`src/core/dps_pkg.sv`:
```
// package: shared constants and carriers of the drive profile state machine
package dps_pkg;

  // ---------------------------------------------------------------
  // register map (word offsets, byte addresses)
  // ---------------------------------------------------------------
  localparam logic [3:0] ADR_CTRL = 4'h0;
  localparam logic [3:0] ADR_STAT = 4'h4;
  localparam logic [3:0] ADR_CFG = 4'h8;
  localparam logic [3:0] ADR_DRV = 4'hC;

  // ---------------------------------------------------------------
  // control word bit positions
  // ---------------------------------------------------------------
  localparam int CW_SO = 0;
  localparam int CW_EV = 1;
  localparam int CW_QS = 2;
  localparam int CW_EO = 3;
  localparam int CW_FR = 7;

  // ---------------------------------------------------------------
  // status word bit positions and state codes
  // ---------------------------------------------------------------
  localparam int SW_MODE_BAD = 14;
  localparam logic [6:0] SW_STATE_MASK = 7'h6F;
  localparam logic [6:0] SW_NOT_READY = 7'h00;
  localparam logic [6:0] SW_SO_DISABLED = 7'h40;
  localparam logic [6:0] SW_READY = 7'h21;
  localparam logic [6:0] SW_SWITCHED_ON = 7'h23;
  localparam logic [6:0] SW_OP_ENABLED = 7'h27;
  localparam logic [6:0] SW_QSTOP = 7'h07;
  localparam logic [6:0] SW_FAULT_REACT = 7'h0F;
  localparam logic [6:0] SW_FAULT = 7'h08;

  // ---------------------------------------------------------------
  // config register fields and reset values
  // ---------------------------------------------------------------
  localparam int CFG_FIELDBUS = 0;
  localparam int CFG_SPEED_MODE = 1;
  localparam int CFG_NO_STOP_BITS = 2;
  localparam int CFG_PROFILE_MODE = 3;
  localparam logic [3:0] CFG_RESET = 4'hB;

  // ---------------------------------------------------------------
  // timing: self initialization length
  // ---------------------------------------------------------------
  localparam int INIT_NS = 80;
  localparam int CLK_NS = 8;
  localparam int INIT_CYC = (INIT_NS + CLK_NS - 1) / CLK_NS;

  // ---------------------------------------------------------------
  // types
  // ---------------------------------------------------------------
  typedef enum logic [1:0] {
    STOP_NONE,
    STOP_RAMP,
    STOP_COAST,
    STOP_QUICK
  } dps_stop_t;

  typedef enum {
    ST_INIT,
    ST_NOT_READY,
    ST_SO_DISABLED,
    ST_READY,
    ST_SWITCHED_ON,
    ST_OP_ENABLED,
    ST_QSTOP,
    ST_FAULT_REACT,
    ST_FAULT
  } dps_state_t;

  typedef struct packed {
    logic profile_mode;
    logic no_stop_bits;
    logic speed_mode;
    logic fieldbus;
  } dps_cfg_t;

  typedef struct packed {
    logic drive_enable;
    logic stop_req;
    dps_stop_t stop_kind;
  } dps_act_t;

endpackage : dps_pkg

```
`src/core/dps_cmd_decode.sv`:
```
// module: control word command decoder
`timescale 1ns/1ps
module dps_cmd_decode (
  input wire logic [15:0] cw_i,
  output logic shutdown_o,
  output logic switch_on_o,
  output logic enable_op_o,
  output logic dis_voltage_o,
  output logic quick_stop_o,
  output logic fault_reset_o
);
  logic b7;
  logic b3;
  logic b2;
  logic b1;
  logic b0;

  assign b7 = cw_i[dps_pkg::CW_FR];
  assign b3 = cw_i[dps_pkg::CW_EO];
  assign b2 = cw_i[dps_pkg::CW_QS];
  assign b1 = cw_i[dps_pkg::CW_EV];
  assign b0 = cw_i[dps_pkg::CW_SO];

  // ---------------------------------------------------------------
  // decode
  // ---------------------------------------------------------------
  assign shutdown_o = !b7 && b2 && b1 && !b0;
  assign switch_on_o = !b7 && !b3 && b2 && b1 && b0;
  assign enable_op_o = !b7 && b3 && b2 && b1 && b0;
  assign dis_voltage_o = !b7 && !b1;
  assign quick_stop_o = !b7 && !b2 && b1;
  assign fault_reset_o = b7;

endmodule : dps_cmd_decode

```
`src/core/dps_core.sv`:
```
// module: drive profile power state machine with wishbone registers
// How it works
// - drive profile mode is selected by default after reset
// - commands decode from control bits 7,3,2,1,0 with bit 7 clear
// - control bit 7 set means fault reset, lower bits ignored
// - switch on plus enable passes switched on then enters operation enabled
// - in profile mode a running drive enters operation enabled whatever the source, a stopped one leaves it only without fieldbus control
// - commands change state only when fieldbus control is selected
// - status bit 14 set when drive is not in speed control
// - after reset take transition 0 into not ready and self-initialize
// - drive ready moves not ready into switch on disabled
// - transition 4 enables drive function, transition 5 disables it
// - shutdown from operation enabled stops by ramp or stop function
// - disable voltage from operation enabled stops by coasting or stop function
// - quick stop from operation enabled quick stops and enters quick stop active
// - transitions 7, 10 and 12 change state only
// - any fault enters fault reaction active and stops by stop function
// - fault reset leaves fault only when no fault remains
// - without stop bit support every stop uses the stop function
// - status bits 6,5,3,2,1,0 encode the state
//
// Local design decisions: the Wishbone slave port and the placing of the registers.
`timescale 1ns/1ps
module dps_core (
  input wire logic clk_i,
  input wire logic rst_i,
  input wire logic [31:0] wb_adr_i,
  input wire logic [31:0] wb_dat_i,
  output logic [31:0] wb_dat_o,
  input wire logic wb_we_i,
  input wire logic [3:0] wb_sel_i,
  input wire logic wb_cyc_i,
  input wire logic wb_stb_i,
  output logic wb_ack_o,
  input wire logic drive_ready_i,
  input wire logic drive_fault_i,
  input wire logic drive_running_i,
  input wire logic stop_done_i,
  output logic drive_enable_o,
  output logic stop_req_o,
  output logic [1:0] stop_kind_o,
  output logic [15:0] status_word_o
);

  // ---------------------------------------------------------------
  // state record
  // ---------------------------------------------------------------
  typedef struct packed {
    dps_pkg::dps_state_t st;
    logic [3:0] init_cnt;
    logic [15:0] cw;
    dps_pkg::dps_cfg_t cfg;
    dps_pkg::dps_act_t act;
    logic ack;
    logic [31:0] rdat;
    logic [2:0] rdy_s;
    logic [2:0] flt_s;
    logic [2:0] run_s;
    logic [2:0] done_s;
    logic rdy;
    logic flt;
    logic run;
    logic done;
  } dps_core_t;

  dps_core_t r;
  dps_core_t next_r;

  logic c_shutdown;
  logic c_switch_on;
  logic c_enable_op;
  logic c_dis_voltage;
  logic c_quick_stop;
  logic c_fault_reset;
  logic [15:0] sw;
  logic acc;

  dps_cmd_decode u_dec (
    .cw_i(r.cw),
    .shutdown_o(c_shutdown),
    .switch_on_o(c_switch_on),
    .enable_op_o(c_enable_op),
    .dis_voltage_o(c_dis_voltage),
    .quick_stop_o(c_quick_stop),
    .fault_reset_o(c_fault_reset)
  );

  // ---------------------------------------------------------------
  // functions
  // ---------------------------------------------------------------
  function automatic logic [6:0] state_code(input dps_pkg::dps_state_t s);
    case (s)
      dps_pkg::ST_SO_DISABLED: state_code = dps_pkg::SW_SO_DISABLED;
      dps_pkg::ST_READY: state_code = dps_pkg::SW_READY;
      dps_pkg::ST_SWITCHED_ON: state_code = dps_pkg::SW_SWITCHED_ON;
      dps_pkg::ST_OP_ENABLED: state_code = dps_pkg::SW_OP_ENABLED;
      dps_pkg::ST_QSTOP: state_code = dps_pkg::SW_QSTOP;
      dps_pkg::ST_FAULT_REACT: state_code = dps_pkg::SW_FAULT_REACT;
      dps_pkg::ST_FAULT: state_code = dps_pkg::SW_FAULT;
      default: state_code = dps_pkg::SW_NOT_READY;
    endcase
  endfunction : state_code

  function automatic dps_pkg::dps_stop_t pick_stop(input dps_pkg::dps_stop_t k,
                                                   input logic no_bits);
    pick_stop = no_bits ? dps_pkg::STOP_NONE : k;
  endfunction : pick_stop

  // ---------------------------------------------------------------
  // status word
  // ---------------------------------------------------------------
  always_comb begin
    sw = 16'h0000;
    sw[6:0] = state_code(r.st) & dps_pkg::SW_STATE_MASK;
    sw[dps_pkg::SW_MODE_BAD] = !r.cfg.speed_mode;
  end

  assign acc = wb_cyc_i && wb_stb_i && !r.ack;

  // ---------------------------------------------------------------
  // next state
  // ---------------------------------------------------------------
  always_comb begin
    logic cmd_ok;
    logic stop_bad;
    cmd_ok = 1'b0;
    stop_bad = 1'b0;
    next_r = r;
    next_r.rdy_s = {r.rdy_s[1:0], drive_ready_i};
    next_r.flt_s = {r.flt_s[1:0], drive_fault_i};
    next_r.run_s = {r.run_s[1:0], drive_running_i};
    next_r.done_s = {r.done_s[1:0], stop_done_i};
    if (r.rdy_s[1] == r.rdy_s[2]) begin
      next_r.rdy = r.rdy_s[2];
    end
    if (r.flt_s[1] == r.flt_s[2]) begin
      next_r.flt = r.flt_s[2];
    end
    if (r.run_s[1] == r.run_s[2]) begin
      next_r.run = r.run_s[2];
    end
    if (r.done_s[1] == r.done_s[2]) begin
      next_r.done = r.done_s[2];
    end
    // bus slave
    next_r.ack = acc;
    if (acc) begin
      next_r.rdat = 32'h0000_0000;
      case (wb_adr_i[31:4] == 28'h000_0000 ? wb_adr_i[3:0] : 4'h1)
        dps_pkg::ADR_CTRL: next_r.rdat = {16'h0000, r.cw};
        dps_pkg::ADR_STAT: next_r.rdat = {16'h0000, sw};
        dps_pkg::ADR_CFG: next_r.rdat = {28'h000_0000, r.cfg};
        dps_pkg::ADR_DRV: next_r.rdat = {28'h000_0000, r.done, r.run, r.flt, r.rdy};
        default: next_r.rdat = 32'h0000_0000;
      endcase
      if (wb_we_i && wb_adr_i[31:4] == 28'h000_0000) begin
        if (wb_adr_i[3:0] == dps_pkg::ADR_CTRL) begin
          if (wb_sel_i[0]) begin
            next_r.cw[7:0] = wb_dat_i[7:0];
          end
          if (wb_sel_i[1]) begin
            next_r.cw[15:8] = wb_dat_i[15:8];
          end
        end
        if (wb_adr_i[3:0] == dps_pkg::ADR_CFG && wb_sel_i[0]) begin
          next_r.cfg = wb_dat_i[3:0];
        end
      end
    end
    cmd_ok = r.cfg.fieldbus && r.cfg.profile_mode;
    stop_bad = r.cfg.no_stop_bits;
    // state machine
    case (r.st)
      dps_pkg::ST_INIT: begin
        next_r.st = dps_pkg::ST_NOT_READY;
        next_r.init_cnt = 4'(dps_pkg::INIT_CYC);
        next_r.act = '0;
      end
      dps_pkg::ST_NOT_READY: begin
        if (r.init_cnt != 4'h0) begin
          next_r.init_cnt = r.init_cnt - 4'h1;
        end else if (r.rdy) begin
          next_r.st = dps_pkg::ST_SO_DISABLED;
        end
      end
      dps_pkg::ST_SO_DISABLED: begin
        if (cmd_ok && c_shutdown) begin
          next_r.st = dps_pkg::ST_READY;
        end
      end
      dps_pkg::ST_READY: begin
        if (cmd_ok && (c_dis_voltage || c_quick_stop)) begin
          next_r.st = dps_pkg::ST_SO_DISABLED;
        end else if (cmd_ok && (c_switch_on || c_enable_op)) begin
          next_r.st = dps_pkg::ST_SWITCHED_ON;
        end
      end
      dps_pkg::ST_SWITCHED_ON: begin
        if (cmd_ok && (c_dis_voltage || c_quick_stop)) begin
          next_r.st = dps_pkg::ST_SO_DISABLED;
        end else if (cmd_ok && c_shutdown) begin
          next_r.st = dps_pkg::ST_READY;
        end else if ((cmd_ok && c_enable_op) || (r.cfg.profile_mode && r.run)) begin
          next_r.st = dps_pkg::ST_OP_ENABLED;
          next_r.act.drive_enable = 1'b1;
        end
      end
      dps_pkg::ST_OP_ENABLED: begin
        if (cmd_ok && c_dis_voltage) begin
          next_r.st = dps_pkg::ST_SO_DISABLED;
          next_r.act.drive_enable = 1'b0;
          next_r.act.stop_req = 1'b1;
          next_r.act.stop_kind = pick_stop(dps_pkg::STOP_COAST, stop_bad);
        end else if (cmd_ok && c_quick_stop) begin
          next_r.st = dps_pkg::ST_QSTOP;
          next_r.act.drive_enable = 1'b0;
          next_r.act.stop_req = 1'b1;
          next_r.act.stop_kind = pick_stop(dps_pkg::STOP_QUICK, stop_bad);
        end else if (cmd_ok && c_shutdown) begin
          next_r.st = dps_pkg::ST_READY;
          next_r.act.drive_enable = 1'b0;
          next_r.act.stop_req = 1'b1;
          next_r.act.stop_kind = pick_stop(dps_pkg::STOP_RAMP, stop_bad);
        end else if ((cmd_ok && c_switch_on) ||
                     (r.cfg.profile_mode && !cmd_ok && !r.run)) begin
          next_r.st = dps_pkg::ST_SWITCHED_ON;
          next_r.act.drive_enable = 1'b0;
        end
      end
      dps_pkg::ST_QSTOP: begin
        if (cmd_ok && c_dis_voltage) begin
          next_r.st = dps_pkg::ST_SO_DISABLED;
        end else if (cmd_ok && c_enable_op) begin
          next_r.st = dps_pkg::ST_OP_ENABLED;
          next_r.act.drive_enable = 1'b1;
          next_r.act.stop_req = 1'b0;
        end
      end
      dps_pkg::ST_FAULT_REACT: begin
        if (r.done) begin
          next_r.st = dps_pkg::ST_FAULT;
          next_r.act.stop_req = 1'b0;
        end
      end
      dps_pkg::ST_FAULT: begin
        if (c_fault_reset && cmd_ok && !r.flt) begin
          next_r.st = dps_pkg::ST_SO_DISABLED;
        end
      end
      default: next_r.st = dps_pkg::ST_INIT;
    endcase
    if (r.flt && r.st != dps_pkg::ST_FAULT_REACT && r.st != dps_pkg::ST_FAULT &&
        r.st != dps_pkg::ST_INIT) begin
      next_r.st = dps_pkg::ST_FAULT_REACT;
      next_r.act.drive_enable = 1'b0;
      next_r.act.stop_req = 1'b1;
      next_r.act.stop_kind = dps_pkg::STOP_NONE;
    end
    if (next_r.st == dps_pkg::ST_SO_DISABLED || next_r.st == dps_pkg::ST_READY) begin
      if (r.done) begin
        next_r.act.stop_req = 1'b0;
      end
    end
  end

  // ---------------------------------------------------------------
  // registers
  // ---------------------------------------------------------------
  always_ff @(posedge clk_i) begin
    if (rst_i) begin
      r <= '0;
      r.st <= dps_pkg::ST_INIT;
      r.cfg <= dps_pkg::CFG_RESET;
    end else begin
      r <= next_r;
    end
  end

  assign wb_ack_o = r.ack;
  assign wb_dat_o = r.rdat;
  assign drive_enable_o = r.act.drive_enable;
  assign stop_req_o = r.act.stop_req;
  assign stop_kind_o = r.act.stop_kind;
  assign status_word_o = sw;
endmodule : dps_core

```
`config.mk`:
```
export PLATFORM = sky130hd
export DESIGN_NAME = dps_core
export DESIGN_NICKNAME = d
export VERILOG_FILES = /design/src/core/dps_pkg.sv /design/src/core/dps_cmd_decode.sv /design/src/core/dps_core.sv
export SDC_FILE = /design/constraint.sdc
export NUM_CORES = 1
export LEC_CHECK = 0
export ABC_AREA = 0
export CORE_UTILIZATION = 60
export DETAILED_ROUTE_END_ITERATION = 8
export DONT_BUFFER_PORTS = 1
export PLACE_DENSITY_LB_ADDON = 0.05
export SYNTH_ARGS = -nofsm -noshare
export SYNTH_HDL_FRONTEND = slang
export SYNTH_SLANG_ARGS = --single-unit
```
`constraint.sdc`:
```
create_clock -name clk_i -period 4.5 [get_ports clk_i]
set_input_delay 0.675 -clock clk_i [delete_from_list [all_inputs] [get_ports clk_i]]
set_output_delay 0.675 -clock clk_i [all_outputs]
set_load 0.01 [all_outputs]
```
; Word level (Yosys, flattened, before mapping)
; Index checks and enable logic that the tools add are counted.
[word_totals]
register_bits = 109
output_inout_bits = 53
[op_classes]
addsub = 1
n_eq_ne = 28
n_mux = 43
reduce_logical = 65
[ops]
columns = operator, count
row1 = two-way mux 32 bit, 17
row2 = case mux 32 bit (9 select lines), 1
row3 = == test 32 x 3 -> 1 bit (second input constant), 6
row4 = == test 32 x 2 -> 1 bit (second input constant), 2
row5 = case mux 16 bit (4 select lines), 1
row6 = case mux 7 bit (7 select lines), 1
row7 = logical AND 1 bit, 34
row8 = == test 32 x 1 -> 1 bit (second input constant), 1
row9 = == test 32 x 4 -> 1 bit (second input constant), 1
row10 = logical NOT 32 bit, 1
row11 = inequality test 32 x 4 -> 1 bit (second input constant), 1
row12 = inequality test 32 x 5 -> 1 bit (second input constant), 1
row13 = nonzero test 32 bit, 1
row14 = logical NOT 28 bit, 1
row15 = two-way mux 4 bit, 4
row16 = == test 4 bit (second input constant), 3
row17 = inequality test 2 bit (second input constant), 6
row18 = logical NOT 1 bit, 10
row19 = two-way mux 1 bit, 9
row20 = logical NOT 4 bit, 2
row21 = two-way mux 2 bit, 4
row22 = case mux 1 bit (4 select lines), 2
row23 = case mux 4 bit (2 select lines), 1
row24 = AND reduction 4 bit, 2
row25 = other kinds (14), 25

; Logic depth before layout (Yosys ltp)
; Gate-level depths: netlist of the first run.
[logic_depth]
word_depth = 16
depth_mapped = 8
ltp_nobuf = 8

; Cells and area by module
; From an unflattened synthesis of the first run, not the netlist that was laid out.
[unflattened]
hier_cells = 457
area_unflattened_um2 = 4175.3
[modules_own_cells]
columns = mod, n_inst, cells_per_inst, area_per_inst_um2, seq_area_each_um2
row1 = dps_core, 1, 448, 4120.2, 1861.8
row2 = dps_cmd_decode, 1, 9, 55.1, 0.0

; Worst setup path before layout of the first run
; No wires, ideal clock.
[synth_timing]
kind = input-to-reg
from = input wb_adr_i[1]
to = register r[64] in the netlist's numbering
setup_time_ns = 0.128
t_arrival_ns = 2.140
slack_ns = 2.232
path_stages = 8
path_buffers = 2
cell_sequence = nor4_1 nand4_1 nor4b_2 buf_2 and3_1 buf_4 mux2i_1 nor2_1
[synth_between]
elab_chain_cells = 2
[synth_rtl]
columns = item, line
row1 = "start, declared", dps_core.sv:27  ; input wire logic [31:0] wb_adr_i,
row2 = logical NOT 4 bit, dps_core.sv:157  ; if (wb_adr_i[3:0] == dps_pkg::ADR_CTRL) begin
row3 = AND reduction 4 bit (no source line), n/a
row4 = "end signal, assigned", dps_core.sv:275  ; r <= next_r;
row5 = "end, declared", dps_core.sv:66  ; dps_core_t r;
; No other way between the ends.
; A chain may end at the register's enable or synchronous reset.

; Final worst setup path of the first run
[layout_timing]
from = register r[79] in the netlist's numbering
to = output status_word_o[3]
[layout_between]
elab_chain_cells = 2
elab_cells_between_ends = 8
[layout_rtl]
columns = item, line
row1 = "== test 32 x 4 -> 1 bit, or another cell as far along", dps_core.sv:92  ; case (s)
row2 = case mux 7 bit (7 select lines) (*), dps_core.sv:92
row3 = "end, declared", dps_core.sv:42  ; output logic [15:0] status_word_o
; Mark *: on every way between the ends. The rest lies on a longest branch, timed or not.

==> results of run 1 <==
-- worst paths after layout --
check        cells after the start             start  slack (ns)               endpoint
max                              3  r[79]$_SDFF_PP0_        1.58       status_word_o[3]
min                              1             rst_i        0.38       r[12]$_SDFF_PP0_
max reg2reg                      6  r[77]$_SDFF_PP0_        2.08  stop_req_o$_SDFF_PP0_
min reg2reg                      2   r[9]$_SDFF_PP0_        0.44      r[1]$_SDFFE_PP0N_
-- state kept, by name (all words and copies together) (netlist names) --
name	cells
r	64
wb_dat_o	16
next_r	8
stop_kind_o	2
drive_enable_o	1
stop_req_o	1
wb_ack_o	1
-- layout by cell type (no fill, tap or decap), types with 6 or more instances in the layout --
cell type,instances
a21oi_1,24
a22oi_1,12
a31oi_1,6
and2_1,7
clkbuf_8,9
conb_1,53
dfxtp_1,93
inv_1,6
mux2i_1,25
nand2_1,22
nand2b_1,6
nand3_1,10
nor2_1,48
nor2b_1,17
nor3_1,6
nor4_1,12
o21ai_0,15
-- cells by family after synthesis --
logic type / count (synthesis) / share of synthesized area
AO/OA/AOI/OAI: 92 / 0.157
XOR/XNOR: 2 / 0.00417
adder cells (fa/ha/maj): 3 / 0.00833
buffers and inverters: 73 / 0.107
flip-flops: 93 / 0.443
multiplexers: 26 / 0.0622
other: 1 / 0.000892
AND/OR/NAND/NOR: 161 / 0.218
-- cell type report --
cell class	instances	share of cell area
inverter	7	0.00609
multi-input combinational	337	0.484
clock buffer	9	0.0287
tap	96	0.0278
timing repair buffer	4	0.00695
sequential	93	0.431
clock inverter	7	0.0156
-- through the flow --
| step | power, mW | instance area (µm²) |
|---|---|---|
| 5_1_grt | 1.47 | 4320 |
| 2_1_floorplan | 0.919 | 4400 |
| 3_3_place_gp | 0.898 | 4130 |
| 3_5_place_dp | 0.899 | 4130 |
| 4_1_cts | 1.43 | 4320 |
| 6_report | 1.41 | 4320 |
-- where the power goes --
group | switching [mW] | internal [mW]
registers | 0.00749 | 0.841
logic | 0.0211 | 0.0108
clock network | 0.318 | 0.214
-- routing by layer --
metal | global-route usage | wire [µm]
met1 | 0.315 | 3760
met5 | 0 | 0
met3 | 0.0645 | 655
met4 | 0.103 | 247
met2 | 0.407 | 4300
==> flow_summary.yaml, run 1 <==
layout:
  finish.net_count: 531
  fin_cells: 553
  multi_input_area_um2: 2090
  fillCellCount: 591
  final_layout_size_suffix_gt1_frac: 0.0897
  area.growth.synth_to_final_pct: 2.74
  seqCellArea_um2: 1860
  finish.utilization: 0.636
  antenna_cells: 0
yosys:
  synth-seq-cells: 93
  mappedNetlistArea_um2: 4200
  netlist.top_cell.by_area: "dfxtp_1"
  synth.avg_cell_area_um2: 9.32
  synth.area.top_cells: "dfxtp_1 (44%), buf_4 (7.9%), mux2i_1 (6.0%)"
  post_synth_inst_count: 451
  synth_top_area_share: 0.443
  synth.lib_cells_used.distinct: 70
  synthArstFlopShare: 0
  yosys_warnings: 0
  synth-edff-count: 0
  netlist_top_cells_count: "dfxtp_1 (93), nor2_1 (48), buf_4 (44)"
  seq_area_frac_synth: 0.443
  dominantRegCellSynth: "dfxtp_1"
  synth.most_common_cell: "dfxtp_1"
worst_setup_path:
  crit_arrival_ns: 2.25
  crit_required_ns: 3.83
  timing.critical_path.from_type: "flop"
  crit_path_cell_trace: "nor2b_1 > a21oi_1 > nor3_1"
  worstSetupPathType: "flop to output pin"
  critPathCaptureType: "output pin"
  critical-path-max-stage-delay_ns: 0.70
  crit_path_max_fanout: 15
  delay_heaviest_family_cp: "simple AND/OR/NAND/NOR gates"
  crit_slowest_cell: "dfxtp_1"
  wp_buf_inv: 0
placement:
  gp_congestion: 0.937
  dp_worst_setup_slack_ns: 1.86
  place.port_buffers: 0
  dpl_cells: 537
  detailedPlacementHpwl_mm: 6.46
cts:
  post_cts.repair.setup_buffers: 0
  cts_inserted_buffers: 9
  htree_levels: 3
  cts.repair.resized: 0
  cts_tree: "done"
  clkSinkCount: 93
  hold_buffers: 0
  clockBufferDepth: 2
  worstSkewPairLatency_ns: 0.36
  clkTransAtPathRegs_ns: 0.10
  clk_root_buffer_cell: "clkbuf_8"
sta:
  post-route-period-util: 0.650
  slew_at_the_pin_closest_to_its_max_slew_limit_ns: 0.835
  final.setup.tns_ns: 0
  max_freq_mhz: 342
  count_of_final_hold_check_violations: 0
  grt_setup_unrepaired: "false"
  timing_max_transition_violations_final: 0
  maxSlewHeadroom: 0.439
  timing.hold.ws_ns: 0.377
  final-setup-viol-count: 0
  skew_ns: 0.00698
  fin_ws_ns: 1.58
  finalCriticalPeriod_ns: 2.92
hold_path:
  holdCritPathClass: "primary input to flop"
floorplan:
  initial_core_util: 0.619
  core_region_area_um2: 6790
  die_area_um2: 7340
  floorplan.die.width_um: 85.7
  floorplan.rows: 30
  ioPinCount: 130
  die_height_um: 85.7
drt:
  postRouteAntennaNets: 0
  viasPerCell: 5.62
  drtIter0Drc: 227
  route.vias.total: 3109
  wl_per_cell_um: 16.2
  detail_route.wirelength_mm: 8.96
  dr_pass1_iterations: 4
  drc_errors: 0
power:
  vdd_ir_drop_max_v: 0.000296
  power-per-cell-area_nw_per_um2: 327
  power_leakage_nw: 1.63
grt:
  globalRouteTotalUtil: 0.249
  first_pass_grt_wire_length_mm: 13.9
  number_of_global_route_vias_before_repair: 2801
  gr-total-overflow: 0
  grt_max_degree: 59
  antenna_found_initial: 0
run:
  max_capacitance_violation_total: 0
run_status:
  status: "finished, final reports clean"
No activity file was read; power rests on OpenSTA's default activity.
==> run 2: changes to the inputs <==
--- a/config.mk
+++ b/config.mk
@@ -6,7 +6,7 @@
 export NUM_CORES = 1
 export LEC_CHECK = 0
 export ABC_AREA = 0
-export CORE_UTILIZATION = 60
+export CORE_UTILIZATION = 57
 export DETAILED_ROUTE_END_ITERATION = 8
 export DONT_BUFFER_PORTS = 1
 export PLACE_DENSITY_LB_ADDON = 0.05
==> constraint.sdc (replaced) <==
create_clock -name clk_i -period 2.4 [get_ports clk_i]
set_input_delay 0.36 -clock clk_i [delete_from_list [all_inputs] [get_ports clk_i]]
set_output_delay 0.36 -clock clk_i [all_outputs]
set_load 0.01 [all_outputs]
==> flow_summary.yaml, run 2 (synthesized netlist as in run 1, its figures left out) <==
cts:
  worstSkewPairLatency_ns: 0.36
  htree_levels: 3
  clockBufferDepth: 2
  clk_root_buffer_cell: "clkbuf_8"
  clkSinkCount: 93
  clkTransAtPathRegs_ns: 0.09
  cts_tree: "done"
  cts_inserted_buffers: 9
  hold_buffers: 0
worst_setup_path:
  r2r_start: "r[73]$_SDFFE_PP0P_"
  crit_path_cell_trace: "nor4_2 > nand3_2 > buf_4 > nor3_1 > buf_4 > and2_1"
  critical-path-max-stage-delay_ns: 0.32
  cp_num_cells: 6
  crit_arrival_ns: 1.92
  wp_buf_inv: 2
  worstSetupPathType: "flop to output pin"
  delay_heaviest_family_cp: "simple AND/OR/NAND/NOR gates"
  crit_slowest_cell: "dfxtp_1"
  critPathCaptureType: "output pin"
  worst_r2r_endpoint: "r[80]$_SDFF_PP0_"
  crit_required_ns: 2.04
  crit_path_max_fanout: 6
  rr_worst_depth: 8
  timing.reg2reg.setup_slack_ns: 0.15
  timing.critical_path.from_type: "flop"
  crit_path_frequent_cell: "buf_4"
drt:
  wl_per_cell_um: 16.8
  drtIter0Drc: 237
  drc_errors: 0
  route.vias.total: 3281
  postRouteAntennaNets: 0
  viasPerCell: 5.70
  dr_pass1_iterations: 5
  detail_route.wirelength_mm: 9.70
hold_path:
  hold_end: "next_r[11]$_SDFF_PP0_"
  holdCritPathClass: "primary input to flop"
  hold_path_depth: 1
  min_from: "rst_i"
placement:
  gp_congestion: 0.947
  place.port_buffers: 0
  detailedPlacementHpwl_mm: 7.12
grt:
  number_of_global_route_vias_before_repair: 3015
  gr-total-overflow: 0
  globalRouteTotalUtil: 0.256
  first_pass_grt_wire_length_mm: 14.8
  antenna_found_initial: 0
  grt_max_degree: 59
floorplan:
  floorplan.die.width_um: 87.9
  die_area_um2: 7720
  ioPinCount: 130
  initial_core_util: 0.605
  floorplan.rows: 30
  core_region_area_um2: 6940
  die_height_um: 87.9
run:
  max_capacitance_violation_total: 0
power:
  power-per-cell-area_nw_per_um2: 585
  vdd_ir_drop_max_v: 0.000499
  power_leakage_nw: 1.77
layout:
  max_flop_register: "r"
  antenna_cells: 0
  finish.utilization: 0.660
  layout_commonest_cell: "dfxtp_1"
  final_layout_size_suffix_gt1_frac: 0.148
  area.growth.synth_to_final_pct: 9.11
  finish.net_count: 554
  most_frequent_cells_in_the_layout: "dfxtp_1 (92), conb_1 (53), nor2_1 (48)"
  largest_reg_flops: 64
sta:
  slew_at_the_pin_closest_to_its_max_slew_limit_ns: 0.706
  timing_max_transition_violations_final: 0
  final-setup-viol-count: 0
  finalCriticalPeriod_ns: 2.28
  post-route-period-util: 0.952
  final.setup.tns_ns: 0
  count_of_final_hold_check_violations: 0
  max_freq_mhz: 438
  maxSlewHeadroom: 0.523
  skew_ns: 0.0134
run_status:
  status: "finished, final reports clean"
==> run 2: cell count changes in the layout (fill, tap and decap cells not counted), moves of 2 or more <==
cell / previous run / this run
buf_4: 4 / 26
clkinv_4: 0 / 2
nor4_4: 1 / 5
nor4_1: 12 / 9
==> run 2: through the flow <==
step | total power [mW] | instance area, µm² | worst slack, ns | hold WS [ns] | cells
final | 2.68 | 4590 | 0.115 | 0.0676 | 576
after global routing | 2.80 | 4590 | -0.00909 | 0.0374 | 576
after CTS | 2.71 | 4530 | 0.000819 | 0.0432 | 575
after detailed placement | 1.69 | 4300 | 0.251 | 0.429 | 559
after global placement | 1.68 | 4300 | 0.249 | 0.419 | 559
after floorplan | 1.72 | 4400 | 0.447 | 0.414 | 503
==> run 2: worst max path at each step <==
stage	slack [ns]	to	start
floorplan	0.45	r[64]$_SDFFE_PP0P_	wb_adr_i[1]
global placement	0.25	r[80]$_SDFF_PP0_	r[73]$_SDFFE_PP0P_
detailed placement	0.25	r[53]$_SDFFE_PP1P_	wb_adr_i[1]
CTS	0.0008	status_word_o[6]	r[81]$_SDFF_PP0_
global route	-0.009	status_word_o[5]	r[104]$_SDFF_PP0_
finish	0.12	status_word_o[5]	r[99]$_SDFF_PP0_
==> run 2: layer usage <==
layer	vias up	GRT usage	wire [µm]
li1	1563	-	-
met1	1537	0.312	3930
met2	163	0.424	4830
met3	18	0.0669	707
met4	0	0.119	228
met5	-	0	0
==> run 2: area by class of cell <==
type,count,area (µm²)
clock buffers,9,124
clock inverters,7,80.1
fillers,581,2360
inverters,7,26.3
multi-input cells,337,2160
flip-flops and latches,93,1860
well taps,96,120
repair buffers,27,215
==> run 2: report_power, final <==
| group | switching, mW | leakage, nW | internal [mW] | total, mW |
|---|---|---|---|---|
| Clock | 0.610 | 0.0990 | 0.412 | 1.02 |
| Sequential | 0.0198 | 0.762 | 1.58 | 1.60 |
| Combinational | 0.0420 | 0.906 | 0.0224 | 0.0644 |
| Total | 0.672 | 1.77 | 2.01 | 2.68 |
==> run 2: repair_timing <==
item | in CTS | in global routing
pin swaps | 0 | 4
endpoints found under the setup margin | 2 | 4
setup buffers | 0 | 1
resized for setup | 3 | 8
endpoints found under the hold margin | 0 | 0
==> run 2: worst reg2reg max path, delay by kind of cell (launching register included) <==
kind                     cells  cell delay [ns]
buffers and inverters        1             0.11
adder cells (fa/ha/maj)      1             0.18
AND/OR/NAND/NOR              3             0.81
flip-flops                   1             0.32
AO/OA/AOI/OAI                3             0.73
==> run 3: changes to the inputs <==
--- a/config.mk
+++ b/config.mk
@@ -6,7 +6,8 @@
 export NUM_CORES = 1
 export LEC_CHECK = 0
 export ABC_AREA = 0
-export CORE_UTILIZATION = 57
+export CORE_UTILIZATION = 59
+export CTS_BUF_LIST = sky130_fd_sc_hd__clkbuf_8
 export DETAILED_ROUTE_END_ITERATION = 8
 export DONT_BUFFER_PORTS = 1
 export PLACE_DENSITY_LB_ADDON = 0.05
==> flow_summary.yaml, run 3 (synthesized netlist as in run 1, its figures left out) <==
run_status:
  status: "finished, final reports clean"
sta:
  final.setup.tns_ns: 0
  final-setup-viol-count: 0
  fin_ws_ns: 0.0887
  timing_max_transition_violations_final: 0
  max_freq_mhz: 433
  slew_at_the_pin_closest_to_its_max_slew_limit_ns: 0.582
  post-route-period-util: 0.963
  grt_setup_unrepaired: "false"
  maxSlewHeadroom: 0.607
  finalCriticalPeriod_ns: 2.31
  skew_ns: 0.0126
  count_of_final_hold_check_violations: 0
layout:
  max_flop_register: "r"
  antenna_cells: 0
  most_frequent_cells_in_the_layout: "dfxtp_1 (93), conb_1 (53), nor2_1 (48)"
  final_layout_size_suffix_gt1_frac: 0.149
  fillCellCount: 580
  fin_cells: 578
  largest_reg_flops: 64
  finish.net_count: 556
  layout_commonest_cell: "dfxtp_1"
  final_design_area_no_fill_um2: 4590
  area.growth.synth_to_final_pct: 9.23
drt:
  dr_pass1_iterations: 5
  viasPerCell: 5.48
  drc_errors: 0
  detail_route.wirelength_mm: 9.32
  route.vias.total: 3168
  postRouteAntennaNets: 0
  drtIter0Drc: 227
  wl_per_cell_um: 16.1
floorplan:
  ioPinCount: 130
  die_area_um2: 7460
  core_region_area_um2: 6830
  floorplan.die.width_um: 86.4
  die_height_um: 86.4
  initial_core_util: 0.615
  floorplan.rows: 30
cts:
  cts_tree: "done"
  htree_levels: 3
  clockBufferDepth: 2
  clkSinkCount: 93
  clk_root_buffer_cell: "clkbuf_8"
  clkTransAtPathRegs_ns: 0.09
  cts_inserted_buffers: 9
  hold_buffers: 0
  worstSkewPairLatency_ns: 0.37
power:
  power-per-cell-area_nw_per_um2: 601
  power.total_mw: 2.76
  power_leakage_nw: 1.79
  vdd_ir_drop_max_v: 0.000497
grt:
  globalRouteTotalUtil: 0.254
  antenna_found_initial: 0
  number_of_global_route_vias_before_repair: 2882
  first_pass_grt_wire_length_mm: 14.3
  gr-total-overflow: 0
  grt_max_degree: 59
worst_setup_path:
  timing.reg2reg.setup_slack_ns: 0.23
  crit_path_cell_trace: "nor4_2 > nand4_4 > or3_4 > a21oi_2"
  rr_worst_depth: 7
  worst_r2r_endpoint: "stop_req_o$_SDFF_PP0_"
  crit_required_ns: 2.04
  worst_setup_path_startpoint: "r[87]$_SDFF_PP0_"
  crit_arrival_ns: 1.95
  timing.critical_path.from_type: "flop"
  critPathCaptureType: "output pin"
  crit_slowest_cell: "or3_4"
  worstSetupPathType: "flop to output pin"
  crit_path_max_fanout: 8
  critical-path-max-stage-delay_ns: 0.47
  setup.worst_path.end: "status_word_o[0]"
  r2r_start: "r[87]$_SDFF_PP0_"
placement:
  gp_congestion: 0.959
  dpl_cells: 556
  dp_worst_setup_slack_ns: 0.143
  place.port_buffers: 0
  place_area_um2: 4270
  detailedPlacementHpwl_mm: 6.83
hold_path:
  holdCritPathClass: "primary input to flop"
run:
  max_capacitance_violation_total: 0
-- run 3: metal layers --
metal,up-vias,GRT usage,share of wire
met4,0,0.117,0.020
met3,15,0.0543,0.074
li1,1568,-,-
met5,-,0,0
met1,1435,0.320,0.42
met2,150,0.417,0.48
-- run 3: power by group --
group	internal, mW	switching [mW]	leakage (nW)
registers	1.58	0.0182	0.762
logic	0.0219	0.0410	0.924
clock network	0.506	0.593	0.102
-- run 3: area by class of cell --
type | instances | area, µm² | area share
Clock inverter | 7 | 87.6 | 0.0191
Multi-Input combinational cell | 337 | 2150 | 0.469
Inverter | 7 | 26.3 | 0.00572
Timing Repair Buffer | 29 | 218 | 0.0474
Tap cell | 96 | 120 | 0.0262
Sequential cell | 93 | 1860 | 0.406
Clock buffer | 9 | 124 | 0.0270
-- run 3: worst max-delay path: cells and delay by family, from the launching register on --
family / cells / cell delay [ns]
AND/OR/NAND/NOR: 3 / 1.08
flip-flops: 1 / 0.32
AO/OA/AOI/OAI: 1 / 0.20
-- run 3: what timing repair did --
item                                    CTS  global route
setup buffers                             0             6
pin swaps                                 1             4
resized for setup                         4             6
endpoints found under the setup margin    4             6
-- run 3: worst min-delay path by stage --
stage                     startpoint                    end  slack (ns)  depth (start not counted)
2_1_floorplan  next_r[11]$_SDFF_PP0_  next_r[12]$_SDFF_PP0_        0.41                          1
3_3_place_gp    next_r[8]$_SDFF_PP0_   next_r[9]$_SDFF_PP0_        0.42                          1
3_5_place_dp   next_r[11]$_SDFF_PP0_  next_r[12]$_SDFF_PP0_        0.42                          1
4_1_cts                        rst_i     r[71]$_SDFFE_PP0P_        0.04                          1
5_1_grt                        rst_i  stop_req_o$_SDFF_PP0_        0.04                          1
6_report                       rst_i  next_r[11]$_SDFF_PP0_        0.06                          1
-- run 3: stage by stage --
step	utilization	hold slack, ns
final	0.672	0.0552
after global routing	0.672	0.0388
after CTS	0.659	0.0375
after detailed placement	0.625	0.424
after global placement	0.625	0.416
after floorplan	-	0.414
